==> config.mk <==
export PLATFORM = sky130hd
export DESIGN_NAME = bac_top
export DESIGN_NICKNAME = d
export VERILOG_FILES = /design/src/verilog/bac_pkg.sv /design/src/verilog/bac_avg.sv /design/src/verilog/bac_top.sv
export SDC_FILE = /design/constraint.sdc
export NUM_CORES = 1
export LEC_CHECK = 0
export BUFFER_PORTS_ARGS = -buffer_cell sky130_fd_sc_hd__buf_2
export CAP_MARGIN = 0
export CORE_MARGIN = 1
export CORE_UTILIZATION = 60
export DETAILED_ROUTE_END_ITERATION = 16
export PLACE_DENSITY = 0.79
export SYNTH_ARGS = -nofsm -noshare
export SYNTH_HDL_FRONTEND = slang
export SYNTH_SLANG_ARGS = --single-unit
==> constraint.sdc <==
create_clock -name mclk -period 6.07 [get_ports mclk]
set_input_delay 0.9105 -clock mclk [delete_from_list [all_inputs] [get_ports mclk]]
set_output_delay 0.9105 -clock mclk [all_outputs]
set_load 0.005 [all_outputs]
==> src/verilog/bac_pkg.sv <==
package bac_pkg;

  // Register offsets.
  localparam logic [6:0] ADR_LED_EN  = 7'h00;
  localparam logic [6:0] ADR_VOUT    = 7'h05;
  localparam logic [6:0] ADR_CTRL    = 7'h06;
  localparam logic [6:0] ADR_CONV_HI = 7'h0E;
  localparam logic [6:0] ADR_CONV_LO = 7'h0F;

  // Control register fields.
  localparam int CTRL_ACTIVE   = 0;
  localparam int CTRL_RUN      = 1;
  localparam int CTRL_ADAPT    = 2;
  localparam int CTRL_SINK     = 3;
  localparam int CTRL_COMP_SEL = 4;
  localparam int CTRL_VIEW_SEL = 5;
  localparam int CTRL_W        = 6;
  localparam int LED_EN_W      = 3;

  // Reset values.
  localparam logic [CTRL_W-1:0]   CTRL_RST   = 6'h04;
  localparam logic [7:0]          VOUT_RST   = 8'h00;
  localparam logic [LED_EN_W-1:0] LED_EN_RST = 3'h0;

  // Voltage code limits in volts.
  localparam logic [7:0] VCODE_MIN = 8'h05;
  localparam logic [7:0] VCODE_MAX = 8'h14;

  // Measurement widths.
  localparam int CONV_W    = 12;
  localparam int AVG_SHIFT = 4;
  localparam int AVG_N     = 16;

  // Timing.
  localparam int CLK_PERIOD_NS = 5;
  localparam int SW_FREQ_KHZ   = 1000;
  localparam int SW_PERIOD_CYC = 1000000 / (SW_FREQ_KHZ * CLK_PERIOD_NS);
  localparam int MIN_PULSE_NS  = 50;
  localparam int MIN_PULSE_CYC = (MIN_PULSE_NS + CLK_PERIOD_NS - 1) / CLK_PERIOD_NS;
  localparam int MAX_DUTY_PCT  = 90;
  localparam int MAX_PULSE_CYC = SW_PERIOD_CYC * MAX_DUTY_PCT / 100;
  localparam int SOFT_DUTY_PCT = 25;
  localparam int SOFT_PULSE_CYC = SW_PERIOD_CYC * SOFT_DUTY_PCT / 100;
  localparam int SOFT_MS       = 50;
  localparam int AVG_MS        = 134;
  localparam int ADJ_PERIOD_CYC = 2000;
  localparam int SW_CNT_W      = 8;
  localparam int LONG_CNT_W    = 24;
  localparam int ADJ_CNT_W     = 11;

  // Register access request from the serial port.
  typedef struct packed {
    logic       wr;
    logic       rd;
    logic [6:0] addr;
    logic [7:0] wdata;
  } bac_req_t;

  // Converter sequencing.
  typedef enum logic [2:0] {
    CNV_OFF    = 3'b001,
    CNV_SOFT   = 3'b010,
    CNV_NORMAL = 3'b100
  } bac_cnv_state_t;

endpackage

==> src/verilog/bac_avg.sv <==
`timescale 1ns/1ps
`default_nettype none
module bac_avg (
  // Clock and reset.
  input  wire logic                      mclk,
  input  wire logic                      srst,
  // Raw samples.
  input  wire logic                      smp_valid,
  input  wire logic [bac_pkg::CONV_W-1:0] smp_data,
  // Averaged result.
  output logic      [bac_pkg::CONV_W-1:0] avg_q
);

  localparam int ACC_W = bac_pkg::CONV_W + bac_pkg::AVG_SHIFT;

  logic [ACC_W-1:0]               acc_q;
  logic [bac_pkg::AVG_SHIFT-1:0]  cnt_q;
  logic [ACC_W-1:0]               sum;

  assign sum = acc_q + {{bac_pkg::AVG_SHIFT{1'b0}}, smp_data};

  // Sixteen samples are summed and the sum is shifted down to the mean.
  always_ff @(posedge mclk) begin
    if (srst) begin
      acc_q <= '0;
      cnt_q <= '0;
      avg_q <= '0;
    end else if (smp_valid) begin
      cnt_q <= cnt_q + 1'b1;
      if (&cnt_q) begin
        avg_q <= sum[ACC_W-1:bac_pkg::AVG_SHIFT];
        acc_q <= '0;
      end else begin
        acc_q <= sum;
      end
    end
  end

endmodule
`default_nettype wire

==> src/verilog/bac_top.sv <==
`timescale 1ns/1ps
`default_nettype none
// Summary of operation
// - Two sensor inputs give 12-bit results.
// - Results averaged over a 134 ms window.
// - View select picks readable sensor result.
// - Compensation source select picks sensor input.
// - Control register bits; chip_active zero means standby.
// - Light-load sink enable drives internal load.
// - Run enable zero holds converter in standby.
// - Run enable write starts 50 ms soft start.
// - Manual code sets target in 1 V steps.
// - Code clamped to 5 through 20.
// - Adaptive mode ignores the stored voltage code.
// - Adaptive steers from lowest enabled output headroom.
// - Headroom window widens above 30 mA.
// - Adaptive target limited to 5..20 V.
// - Adaptive select reads one after reset.
// - Stand-alone operation forces adaptive control.
// - Switch clock runs at 1 MHz.
// - Minimum 50 ns pulse every cycle.
// - Duty cycle limited by digital logic.
// - LED enables define sensed outputs.
module bac_top #(
  parameter int SOFT_CYC   = bac_pkg::SOFT_MS * 1000000 / bac_pkg::CLK_PERIOD_NS,
  parameter int SAMPLE_CYC = bac_pkg::AVG_MS * 1000000 / bac_pkg::CLK_PERIOD_NS
                             / bac_pkg::AVG_N
) (
  // Clock and reset.
  input  wire logic                      mclk,
  input  wire logic                      srst,
  // Register port.
  input  wire bac_pkg::bac_req_t         reg_req,
  output logic      [7:0]                reg_rdata,
  output logic                           reg_rvalid,
  // Measurement converter.
  output logic                           conv_start,
  input  wire logic                      smp_valid,
  input  wire logic [bac_pkg::CONV_W-1:0] smp_s1,
  input  wire logic [bac_pkg::CONV_W-1:0] smp_s2,
  output logic      [bac_pkg::CONV_W-1:0] comp_data,
  // Analog comparators and pins.
  input  wire logic [2:0]                hr_low,
  input  wire logic [2:0]                hr_high,
  input  wire logic                      led_over_30ma,
  input  wire logic                      standalone,
  input  wire logic                      peak_reached,
  // Power stage controls.
  output logic                           chip_active,
  output logic                           conv_run,
  output logic                           soft_start_active,
  output logic                           sink_enable,
  output logic                           window_upper_sel,
  output logic      [4:0]                vout_code,
  output logic                           sw_gate
);

  localparam int NSYNC = 9;
  localparam int SW_PER_A = bac_pkg::SW_PERIOD_CYC;

  logic [bac_pkg::CTRL_W-1:0]   ctrl_q;
  logic [7:0]                   vout_q;
  logic [bac_pkg::LED_EN_W-1:0] led_en_q;
  logic [7:0]                   lo_q;
  logic [NSYNC-1:0]             async_in;
  logic [NSYNC-1:0]             s1_q;
  logic [NSYNC-1:0]             s2_q;
  logic [NSYNC-1:0]             s3_q;
  logic [NSYNC-1:0]             clean_q;
  logic [2:0]                   hr_low_s;
  logic [2:0]                   hr_high_s;
  logic                         over_s;
  logic                         alone_s;
  logic                         peak_s;
  logic [bac_pkg::CONV_W-1:0]   avg1;
  logic [bac_pkg::CONV_W-1:0]   avg2;
  logic [bac_pkg::CONV_W-1:0]   view;
  logic [bac_pkg::LONG_CNT_W-1:0] smp_cnt_q;
  logic [bac_pkg::LONG_CNT_W-1:0] soft_cnt_q;
  bac_pkg::bac_cnv_state_t      cnv_q;
  bac_pkg::bac_cnv_state_t      cnv_d;
  logic                         run_req;
  logic                         adaptive_eff;
  logic [7:0]                   manual_code;
  logic [7:0]                   auto_q;
  logic [bac_pkg::ADJ_CNT_W-1:0] adj_cnt_q;
  logic                         adj_tick;
  logic                         any_low;
  logic                         all_high;
  logic [bac_pkg::SW_CNT_W-1:0] sw_cnt_q;
  logic [bac_pkg::SW_CNT_W-1:0] pulse_lim;
  logic                         sw_run;
  logic [bac_pkg::SW_CNT_W-1:0] hi_len_q;

  // Register writes.
  always_ff @(posedge mclk) begin
    if (srst) begin
      ctrl_q   <= bac_pkg::CTRL_RST;
      vout_q   <= bac_pkg::VOUT_RST;
      led_en_q <= bac_pkg::LED_EN_RST;
    end else if (reg_req.wr) begin
      unique case (reg_req.addr)
        bac_pkg::ADR_CTRL:   ctrl_q   <= reg_req.wdata[bac_pkg::CTRL_W-1:0];
        bac_pkg::ADR_VOUT:   vout_q   <= reg_req.wdata;
        bac_pkg::ADR_LED_EN: led_en_q <= reg_req.wdata[bac_pkg::LED_EN_W-1:0];
        default: ;
      endcase
    end
  end

  assign view = ctrl_q[bac_pkg::CTRL_VIEW_SEL] ? avg2 : avg1;

  // Register reads; an upper byte read freezes the matching lower byte.
  always_ff @(posedge mclk) begin
    if (srst) begin
      reg_rdata  <= 8'h00;
      reg_rvalid <= 1'b0;
      lo_q       <= 8'h00;
    end else begin
      reg_rvalid <= reg_req.rd;
      if (reg_req.rd) begin
        unique case (reg_req.addr)
          bac_pkg::ADR_CTRL:    reg_rdata <= {2'h0, ctrl_q};
          bac_pkg::ADR_VOUT:    reg_rdata <= vout_q;
          bac_pkg::ADR_LED_EN:  reg_rdata <= {5'h00, led_en_q};
          bac_pkg::ADR_CONV_HI: begin
            reg_rdata <= {4'h0, view[bac_pkg::CONV_W-1:8]};
            lo_q      <= view[7:0];
          end
          bac_pkg::ADR_CONV_LO: reg_rdata <= lo_q;
          default:              reg_rdata <= 8'h00;
        endcase
      end
    end
  end

  // Pin inputs pass three flops and count once the last two agree.
  assign async_in = {hr_low, hr_high, led_over_30ma, standalone, peak_reached};

  genvar gi;
  generate
    for (gi = 0; gi < NSYNC; gi++) begin : g_sync
      always_ff @(posedge mclk) begin
        if (srst) begin
          s1_q[gi]    <= 1'b0;
          s2_q[gi]    <= 1'b0;
          s3_q[gi]    <= 1'b0;
          clean_q[gi] <= 1'b0;
        end else begin
          s1_q[gi] <= async_in[gi];
          s2_q[gi] <= s1_q[gi];
          s3_q[gi] <= s2_q[gi];
          if (s2_q[gi] == s3_q[gi]) begin
            clean_q[gi] <= s3_q[gi];
          end
        end
      end
    end
  endgenerate

  assign hr_low_s  = clean_q[8:6];
  assign hr_high_s = clean_q[5:3];
  assign over_s    = clean_q[2];
  assign alone_s   = clean_q[1];
  assign peak_s    = clean_q[0];

  // Conversion requests spread sixteen samples over the averaging window.
  always_ff @(posedge mclk) begin
    if (srst || !ctrl_q[bac_pkg::CTRL_ACTIVE]) begin
      smp_cnt_q  <= '0;
      conv_start <= 1'b0;
    end else begin
      conv_start <= (smp_cnt_q == bac_pkg::LONG_CNT_W'(SAMPLE_CYC - 1));
      if (smp_cnt_q == bac_pkg::LONG_CNT_W'(SAMPLE_CYC - 1)) begin
        smp_cnt_q <= '0;
      end else begin
        smp_cnt_q <= smp_cnt_q + 1'b1;
      end
    end
  end

  // One averaging filter per sensor input.
  bac_avg u_avg1 (
    .mclk      (mclk),
    .srst      (srst),
    .smp_valid (smp_valid),
    .smp_data  (smp_s1),
    .avg_q     (avg1)
  );

  bac_avg u_avg2 (
    .mclk      (mclk),
    .srst      (srst),
    .smp_valid (smp_valid),
    .smp_data  (smp_s2),
    .avg_q     (avg2)
  );

  always_ff @(posedge mclk) begin
    if (srst) begin
      comp_data <= '0;
    end else begin
      comp_data <= ctrl_q[bac_pkg::CTRL_COMP_SEL] ? avg2 : avg1;
    end
  end

  // Converter sequencing: off, soft start, normal.
  assign run_req = ctrl_q[bac_pkg::CTRL_ACTIVE] & ctrl_q[bac_pkg::CTRL_RUN];

  always_comb begin
    cnv_d = cnv_q;
    unique case (cnv_q)
      bac_pkg::CNV_OFF: begin
        if (run_req) begin
          cnv_d = bac_pkg::CNV_SOFT;
        end
      end
      bac_pkg::CNV_SOFT: begin
        if (!run_req) begin
          cnv_d = bac_pkg::CNV_OFF;
        end else if (soft_cnt_q == bac_pkg::LONG_CNT_W'(SOFT_CYC - 1)) begin
          cnv_d = bac_pkg::CNV_NORMAL;
        end
      end
      bac_pkg::CNV_NORMAL: begin
        if (!run_req) begin
          cnv_d = bac_pkg::CNV_OFF;
        end
      end
      default: cnv_d = bac_pkg::CNV_OFF;
    endcase
  end

  always_ff @(posedge mclk) begin
    if (srst) begin
      cnv_q <= bac_pkg::CNV_OFF;
    end else begin
      cnv_q <= cnv_d;
    end
  end

  always_ff @(posedge mclk) begin
    if (srst || cnv_q != bac_pkg::CNV_SOFT) begin
      soft_cnt_q <= '0;
    end else begin
      soft_cnt_q <= soft_cnt_q + 1'b1;
    end
  end

  always_ff @(posedge mclk) begin
    if (srst) begin
      chip_active       <= 1'b0;
      conv_run          <= 1'b0;
      soft_start_active <= 1'b0;
      sink_enable       <= 1'b0;
      window_upper_sel  <= 1'b0;
    end else begin
      chip_active       <= ctrl_q[bac_pkg::CTRL_ACTIVE];
      conv_run          <= (cnv_q != bac_pkg::CNV_OFF);
      soft_start_active <= (cnv_q == bac_pkg::CNV_SOFT);
      sink_enable       <= ctrl_q[bac_pkg::CTRL_ACTIVE] & ctrl_q[bac_pkg::CTRL_SINK];
      window_upper_sel  <= over_s;
    end
  end

  // Output voltage target.
  assign adaptive_eff = ctrl_q[bac_pkg::CTRL_ADAPT] | alone_s;
  assign manual_code  = (vout_q < bac_pkg::VCODE_MIN) ? bac_pkg::VCODE_MIN :
                        (vout_q > bac_pkg::VCODE_MAX) ? bac_pkg::VCODE_MAX : vout_q;
  assign any_low  = |(hr_low_s & led_en_q);
  assign all_high = (|led_en_q) & (&(hr_high_s | ~led_en_q));
  assign adj_tick = (adj_cnt_q == bac_pkg::ADJ_CNT_W'(bac_pkg::ADJ_PERIOD_CYC - 1));

  always_ff @(posedge mclk) begin
    if (srst || adj_tick) begin
      adj_cnt_q <= '0;
    end else begin
      adj_cnt_q <= adj_cnt_q + 1'b1;
    end
  end

  // Adaptive code climbs while any enabled output lacks headroom and falls
  // only when every enabled output has surplus, so the lowest one sets it.
  always_ff @(posedge mclk) begin
    if (srst || cnv_q == bac_pkg::CNV_OFF) begin
      auto_q <= bac_pkg::VCODE_MIN;
    end else if (adj_tick && adaptive_eff) begin
      if (any_low && auto_q < bac_pkg::VCODE_MAX) begin
        auto_q <= auto_q + 8'h01;
      end else if (!any_low && all_high && auto_q > bac_pkg::VCODE_MIN) begin
        auto_q <= auto_q - 8'h01;
      end
    end
  end

  always_ff @(posedge mclk) begin
    if (srst) begin
      vout_code <= bac_pkg::VCODE_MIN[4:0];
    end else begin
      vout_code <= adaptive_eff ? auto_q[4:0] : manual_code[4:0];
    end
  end

  // Switch timing: fixed period, minimum pulse, digital duty limit.
  assign sw_run    = (cnv_q != bac_pkg::CNV_OFF);
  assign pulse_lim = (cnv_q == bac_pkg::CNV_SOFT) ?
                     bac_pkg::SW_CNT_W'(bac_pkg::SOFT_PULSE_CYC) :
                     bac_pkg::SW_CNT_W'(bac_pkg::MAX_PULSE_CYC);

  always_ff @(posedge mclk) begin
    if (srst || !sw_run || sw_cnt_q == bac_pkg::SW_CNT_W'(bac_pkg::SW_PERIOD_CYC - 1)) begin
      sw_cnt_q <= '0;
    end else begin
      sw_cnt_q <= sw_cnt_q + 1'b1;
    end
  end

  always_ff @(posedge mclk) begin
    if (srst || !sw_run) begin
      sw_gate <= 1'b0;
    end else if (sw_cnt_q == bac_pkg::SW_CNT_W'(bac_pkg::SW_PERIOD_CYC - 1)) begin
      sw_gate <= 1'b1;
    end else if (sw_gate && sw_cnt_q >= bac_pkg::SW_CNT_W'(bac_pkg::MIN_PULSE_CYC - 1)
                 && (peak_s || sw_cnt_q >= pulse_lim - 1'b1)) begin
      sw_gate <= 1'b0;
    end
  end

  // Helper for checking pulse width.
  always_ff @(posedge mclk) begin
    if (srst || !sw_gate) begin
      hi_len_q <= '0;
    end else begin
      hi_len_q <= hi_len_q + 1'b1;
    end
  end
endmodule
`default_nettype wire
Yosys cells after proc, flatten, opt, wreduce, memory -nomap -nowiden
Index checks and enable logic that the tools add are counted.
{"block": "totals", "regBits": 236, "in_bits": 53, "elab_cells": 163}
{"block": "classes", "addsub": 11, "n_lt_le_gt_ge": 6, "n_eq_ne": 25, "mux": 18, "bitwise_logic": 7, "n_reduce_logical": 33}
{"operator": "adder 24 x 1 -> 24 bit (second input constant)", "count": 2}
{"operator": "case mux 8 bit (5 select lines)", "count": 1}
{"operator": "adder 16 x 12 -> 16 bit", "count": 2}
{"operator": "2-to-1 mux 16 bit", "count": 2}
{"operator": "equality test 24 x 21 -> 1 bit (second input constant)", "count": 1}
{"operator": "equality test 24 bit (second input constant)", "count": 1}
{"operator": "2-to-1 mux 12 bit", "count": 2}
{"operator": "2-to-1 mux 8 bit", "count": 3}
{"operator": "adder 8 x 1 -> 8 bit (second input constant)", "count": 2}
{"operator": "subtractor 8 x 1 -> 8 bit (second input constant)", "count": 2}
{"operator": "2-to-1 mux 5 bit", "count": 3}
{"operator": "equality test 7 x 3 -> 1 bit (second input constant)", "count": 2}
{"operator": "equality test 7 x 4 -> 1 bit (second input constant)", "count": 2}
{"operator": "2-to-1 mux 3 bit", "count": 4}
{"operator": "adder 11 x 1 -> 11 bit (second input constant)", "count": 1}
{"operator": "equality test 11 bit (second input constant)", "count": 1}
{"operator": "AND reduction 2 bit", "count": 5}
{"operator": "AND reduction 5 bit", "count": 2}
{"operator": "equality test 1 bit", "count": 9}
{"operator": "case mux 3 bit (3 select lines)", "count": 1}
{"operator": "adder 4 x 1 -> 4 bit (second input constant)", "count": 2}
{"operator": "equality test 8 bit (second input constant)", "count": 1}
{"operator": ">= comparator 8 x 4 -> 1 bit (second input constant)", "count": 1}
{"operator": ">= comparator 8 bit", "count": 1}
{"operator": "26 further kinds", "count": 47}

Longest topological paths before layout
{"block": "depth", "depth_word": 8, "ltp_mapped": 10, "depth_no_buf": 10}

Cells and area by module
From an unflattened synthesis, not the netlist that was laid out.
{"block": "hier_totals", "hier_cells": 1202, "hier_area_um2": 10829.1}
{"mod": "bac_top", "n_inst": 1, "cells_each": 790, "area_each_um2": 7233.2, "seq_area_each_um2": 3443.3}
{"mod": "bac_avg", "n_inst": 2, "cells_each": 206, "area_each_um2": 1798.0, "seq_area_each_um2": 640.6}

Worst setup path after synthesis
OpenSTA, ideal clock, no wires.
{"block": "synth_path", "path_type": "input port to flip-flop", "start": "input port smp_s1[0] in the netlist's numbering", "end": "register u_avg1.avg_q[10] in the netlist's numbering", "t_arrival_ns": 2.820, "setup_slack_ns": 3.165, "path_stages": 8, "n_path_buf": 0, "path_cell_list": "ha_1 -> fa_1 -> a211oi_1 -> o21ai_1 -> a2111oi_4 -> nor3_2 -> xnor2_1 -> a211oi_1"}
{"block": "synth_via", "elab_chain_cells": 1}
{"element": "start, declared", "line": "bac_top.sv:39", "text": "input wire logic [bac_pkg::CONV_W-1:0] smp_s1,"}
{"element": "adder 16 x 12 -> 16 bit", "line": "bac_avg.sv:20", "text": "assign sum = acc_q + {{bac_pkg::AVG_SHIFT{1'b0}}, smp_data};"}
{"element": "end signal, assigned", "line": "bac_avg.sv:31", "text": "avg_q <= sum[ACC_W-1:bac_pkg::AVG_SHIFT];"}
{"element": "end, declared", "line": "bac_avg.sv:11", "text": "output logic [bac_pkg::CONV_W-1:0] avg_q"}
Every way passes these cells.
A chain may end at the register's enable or synchronous reset.

Worst setup path in the final report
{"block": "layout_path", "start": "register auto_q[7]", "end": "register auto_q[7]"}
{"block": "layout_via", "elab_chain_cells": 4, "word_cells_on_any_way": 10}
{"element": "start, declared", "line": "bac_top.sv:85", "text": "logic [7:0] auto_q;"}
{"element": "start signal, assigned", "line": "bac_top.sv:286", "text": "auto_q <= bac_pkg::VCODE_MIN;"}
{"element": "start signal, assigned", "line": "bac_top.sv:289", "text": "auto_q <= auto_q + 8'h01;"}
{"element": "start signal, assigned", "line": "bac_top.sv:291", "text": "auto_q <= auto_q - 8'h01;"}
{"element": "less-than comparator 8 x 5 -> 1 bit or greater-than comparator 8 x 3 -> 1 bit (tied branches)", "line": "bac_top.sv:288, bac_top.sv:290"}
{"element": "logical AND 1 bit, on equally long branches", "line": "bac_top.sv:288, bac_top.sv:290"}
{"element": "nonzero test 2 bit (no line)"}
{"element": "AND reduction 2 bit (no line)"}
Parallel ways exist; a longest one is shown, timed or not. The select of a mux whose other input is x is not followed.

==> flow_summary_export.csv <==
group,metric,value,unit
route,vias,8960,
final_layout,area_growth,12.7,%
clock_tree,cts_root_buf,"clkbuf_16",
clock_tree,postCtsHoldBufs,0,
synthesis,syn_area,10900,um^2
clock_tree,cts.sinks,236,
power,leakage,4.61,nW
synthesis,yosysTopAreaCell,"dfxtp_1",
final_layout,layout-drive-gt1-share,12.0,%
setup_path,rr_endpoint,"auto_q[7]$_SDFFE_PP0P_",
place,portBuffers,85,
grt,grt_pass1_vias,8337,
route,drt-pass1-iter-count,5,
setup_path,critPathLaunchType,"register",
grt,antenna_found_initial,0,
clock_tree,ctsResizeCount,0,
synthesis,ys_ff_latch,236,
synthesis,syn_nets,1342,
floorplanning,fp.coreArea,17500,um^2
setup_path,critPathKind,"reg -> reg",
place,gp_congestion,0.864,
sta,fin_setup_tns,0,ps
synthesis,yosys-top-cells-area,"dfxtp_1 (43%), nor2_1 (5.9%), ha_1 (4.6%)",
clock_tree,cts_tree,"built",
worst_hold_path,holdPathStages,1,
final_layout,final_common_cell,"dfxtp_1",
sta,finClkSkew,7.94,ps
synthesis,synth_cell_types,74,
final_layout,fin_cells,1554,
clock_tree,clock_latency,510,ps
grt,grtUsageTotal,25.4,%
floorplanning,die_area,18700,um^2
sta,postLayoutSetupSlackWorst,3010,ps
setup_path,cp_max_fo,8,
route,drc_errors,0,
sta,finalHoldViolations,0,
place,dp_cells,1509,
final_layout,fin_util,70.1,%
sta,grt_setup_unrepaired,"no",
route,vias_per_cell,5.77,
status,status,"finished clean",
clock_tree,clockBufferDepth,3,
final_layout,insertedDiodeCount,0,
synthesis,synth_top_area_share,43.5,%
sta,slew_viol_final,0,
setup_path,worstSetupEndpointType,"register",
worst_hold_path,min_to,"s2_q[3]$_SDFF_PP0_",
sta,worst_pin_slew,1310,ps
synthesis,postSynthCellCount,1246,
route,first_iter_violations,556,
final_layout,final_cell_mix,"dfxtp_1 (236), nor2_1 (172), nand2_1 (102), a21oi_1 (91), buf_2 (84)",
synthesis,yosysWarnings,0,
floorplanning,die-width,137,um
grt,grt_first_pass_wirelength,38900,um
sta,hold_slack,433,ps
place,place_hpwl,16300,um
setup_path,r2r_slack,3010,ps
setup_path,r2r-start,"auto_q[7]$_SDFFE_PP0P_",
final_layout,final_nets,1407,
place,place_area,11400,um^2
floorplanning,ioPinCount,86,
grt,gr-total-overflow,0,
clock_tree,cts_buffers,25,
synthesis,synth_edf_count,0,
job,maxCapViolCount,0,
synthesis,async_reset_ff_share,0,%
grt,grt_max_degree,87,
sta,finalSetupViolCount,0,
final_layout,fillers,1436,
final_layout,fin_area,12300,um^2
setup_path,r2r_cells,10,
floorplanning,die_h,137,um
sta,min_period_over_period,50.4,%
power,power.density,284,nW/um^2
route,ant_nets,0,
route,wl_per_cell,15.1,um
floorplanning,start_util,62.2,%
worst_hold_path,hp-start,"s1_q[3]$_SDFF_PP0_",
synthesis,synth_flop_cell,"dfxtp_1",
sta,fmax,327,MHz
setup_path,crit_required,6510,ps
place,post-place-ws,2730,ps
floorplanning,num_rows,48,
sta,max-slew-margin-rel,12.2,%
synthesis,synth-seq-area-share,43.5,%
worst_hold_path,min_path_type,"reg -> reg",
sta,period_needed,3060,ps
power,ir_drop,0.000223,V
clock_tree,cts_setup_buffers,0,
synthesis,syn_avg_cell_area,8.73,um^2
clock_tree,clk_pin_slew,60,ps
route,drt-total-wl,23500,um
clock_tree,htree_levels,1,
setup_path,arrival,3500,ps
power,finalPower,3.49,mW
[kinds of logic after synthesis]
| kind of cell | synth area share [%] |
|---|---|
| AOI/OAI and AO/OA | 15.3 |
| xor gates and xnor gates | 6.77 |
| DFF | 43.5 |
| and+or+nand+nor | 23.4 |
| muxes | 3.08 |
| adders and majority gates | 5.16 |
| buffers and inverters | 2.84 |
[cell type report]
class | instances | area, um^2 | area share (%)
clock inverters | 9 | 85.1 | 0.694
multi-input cells | 929 | 5840 | 47.6
repair buffers | 88 | 450 | 3.68
well taps | 225 | 282 | 2.30
clock buffers | 36 | 757 | 6.18
flip-flops and latches | 236 | 4720 | 38.6
inverters | 31 | 116 | 0.950
[power by group]
group          internal [mW]  switching [mW]
clock network          0.909           0.620
logic                  0.139           0.195
registers               1.59          0.0316
[cell usage after synthesis, drive strengths merged, types with 6 or more instances]
cell type / count
a22oi: 16
nor4: 11
ha: 40
nand2b: 12
clkbuf: 41
a211o: 6
mux2i: 32
nand2: 102
nand4: 19
o211ai: 12
nor3: 29
o21ai: 53
buf: 9
a31oi: 6
dfxtp: 236
nand3b: 6
xnor2: 54
nor3b: 6
nand3: 57
and3: 10
inv: 31
nor2b: 45
a211oi: 10
o21a: 7
nor2: 174
a22o: 12
or2: 8
or3: 17
a21oi: 92
a21o: 12
xor2: 30
[sequential cells by signal, summed over array words and instances, names as in the netlist, 9 cells and up]
name	cells
adj_cnt_q	11
comp_data	12
s1_q	9
s2_q	9
s3_q	9
smp_cnt_q	24
soft_cnt_q	24
u_avg1.acc_q	16
u_avg1.avg_q	12
u_avg2.acc_q	16
u_avg2.avg_q	12
[worst max-delay path, stage by stage, from the launching register on]
cell and delay (ps):
dfxtp_1 320, or3_1 430, nor3_2 240, inv_1 190, ha_1 310, a21oi_1 210, o211ai_1 150, o41ai_1 340
mux2_4 340, or3_1 310, a21oi_1 150
[layer usage]
layer	track usage, %	wire (um)	up-vias
met5	0	0	-
met3	3.41	890	56
met2	43.6	11200	199
met1	32.5	10700	4203
met4	8.95	799	0
li1	-	-	4502
[how the worst max path moves through the flow]
stage                     slack, ps  cells after the start                       endpoint                      from
after floorplan                3160                      8  u_avg1.avg_q[10]$_SDFFE_PP0P_                 smp_s1[0]
after global placement         2840                      9  u_avg1.avg_q[10]$_SDFFE_PP0P_                 smp_s1[0]
after detailed placement       2730                      6         vout_q[0]$_SDFFE_PP0P_               reg_req[13]
after CTS                      3030                     10         auto_q[7]$_SDFFE_PP0P_    auto_q[7]$_SDFFE_PP0P_
after global routing           2830                     10         auto_q[7]$_SDFFE_PP0P_  led_en_q[2]$_SDFFE_PP0P_
final                          3010                     10         auto_q[7]$_SDFFE_PP0P_    auto_q[7]$_SDFFE_PP0P_
(Power assumes the default switching activity.)
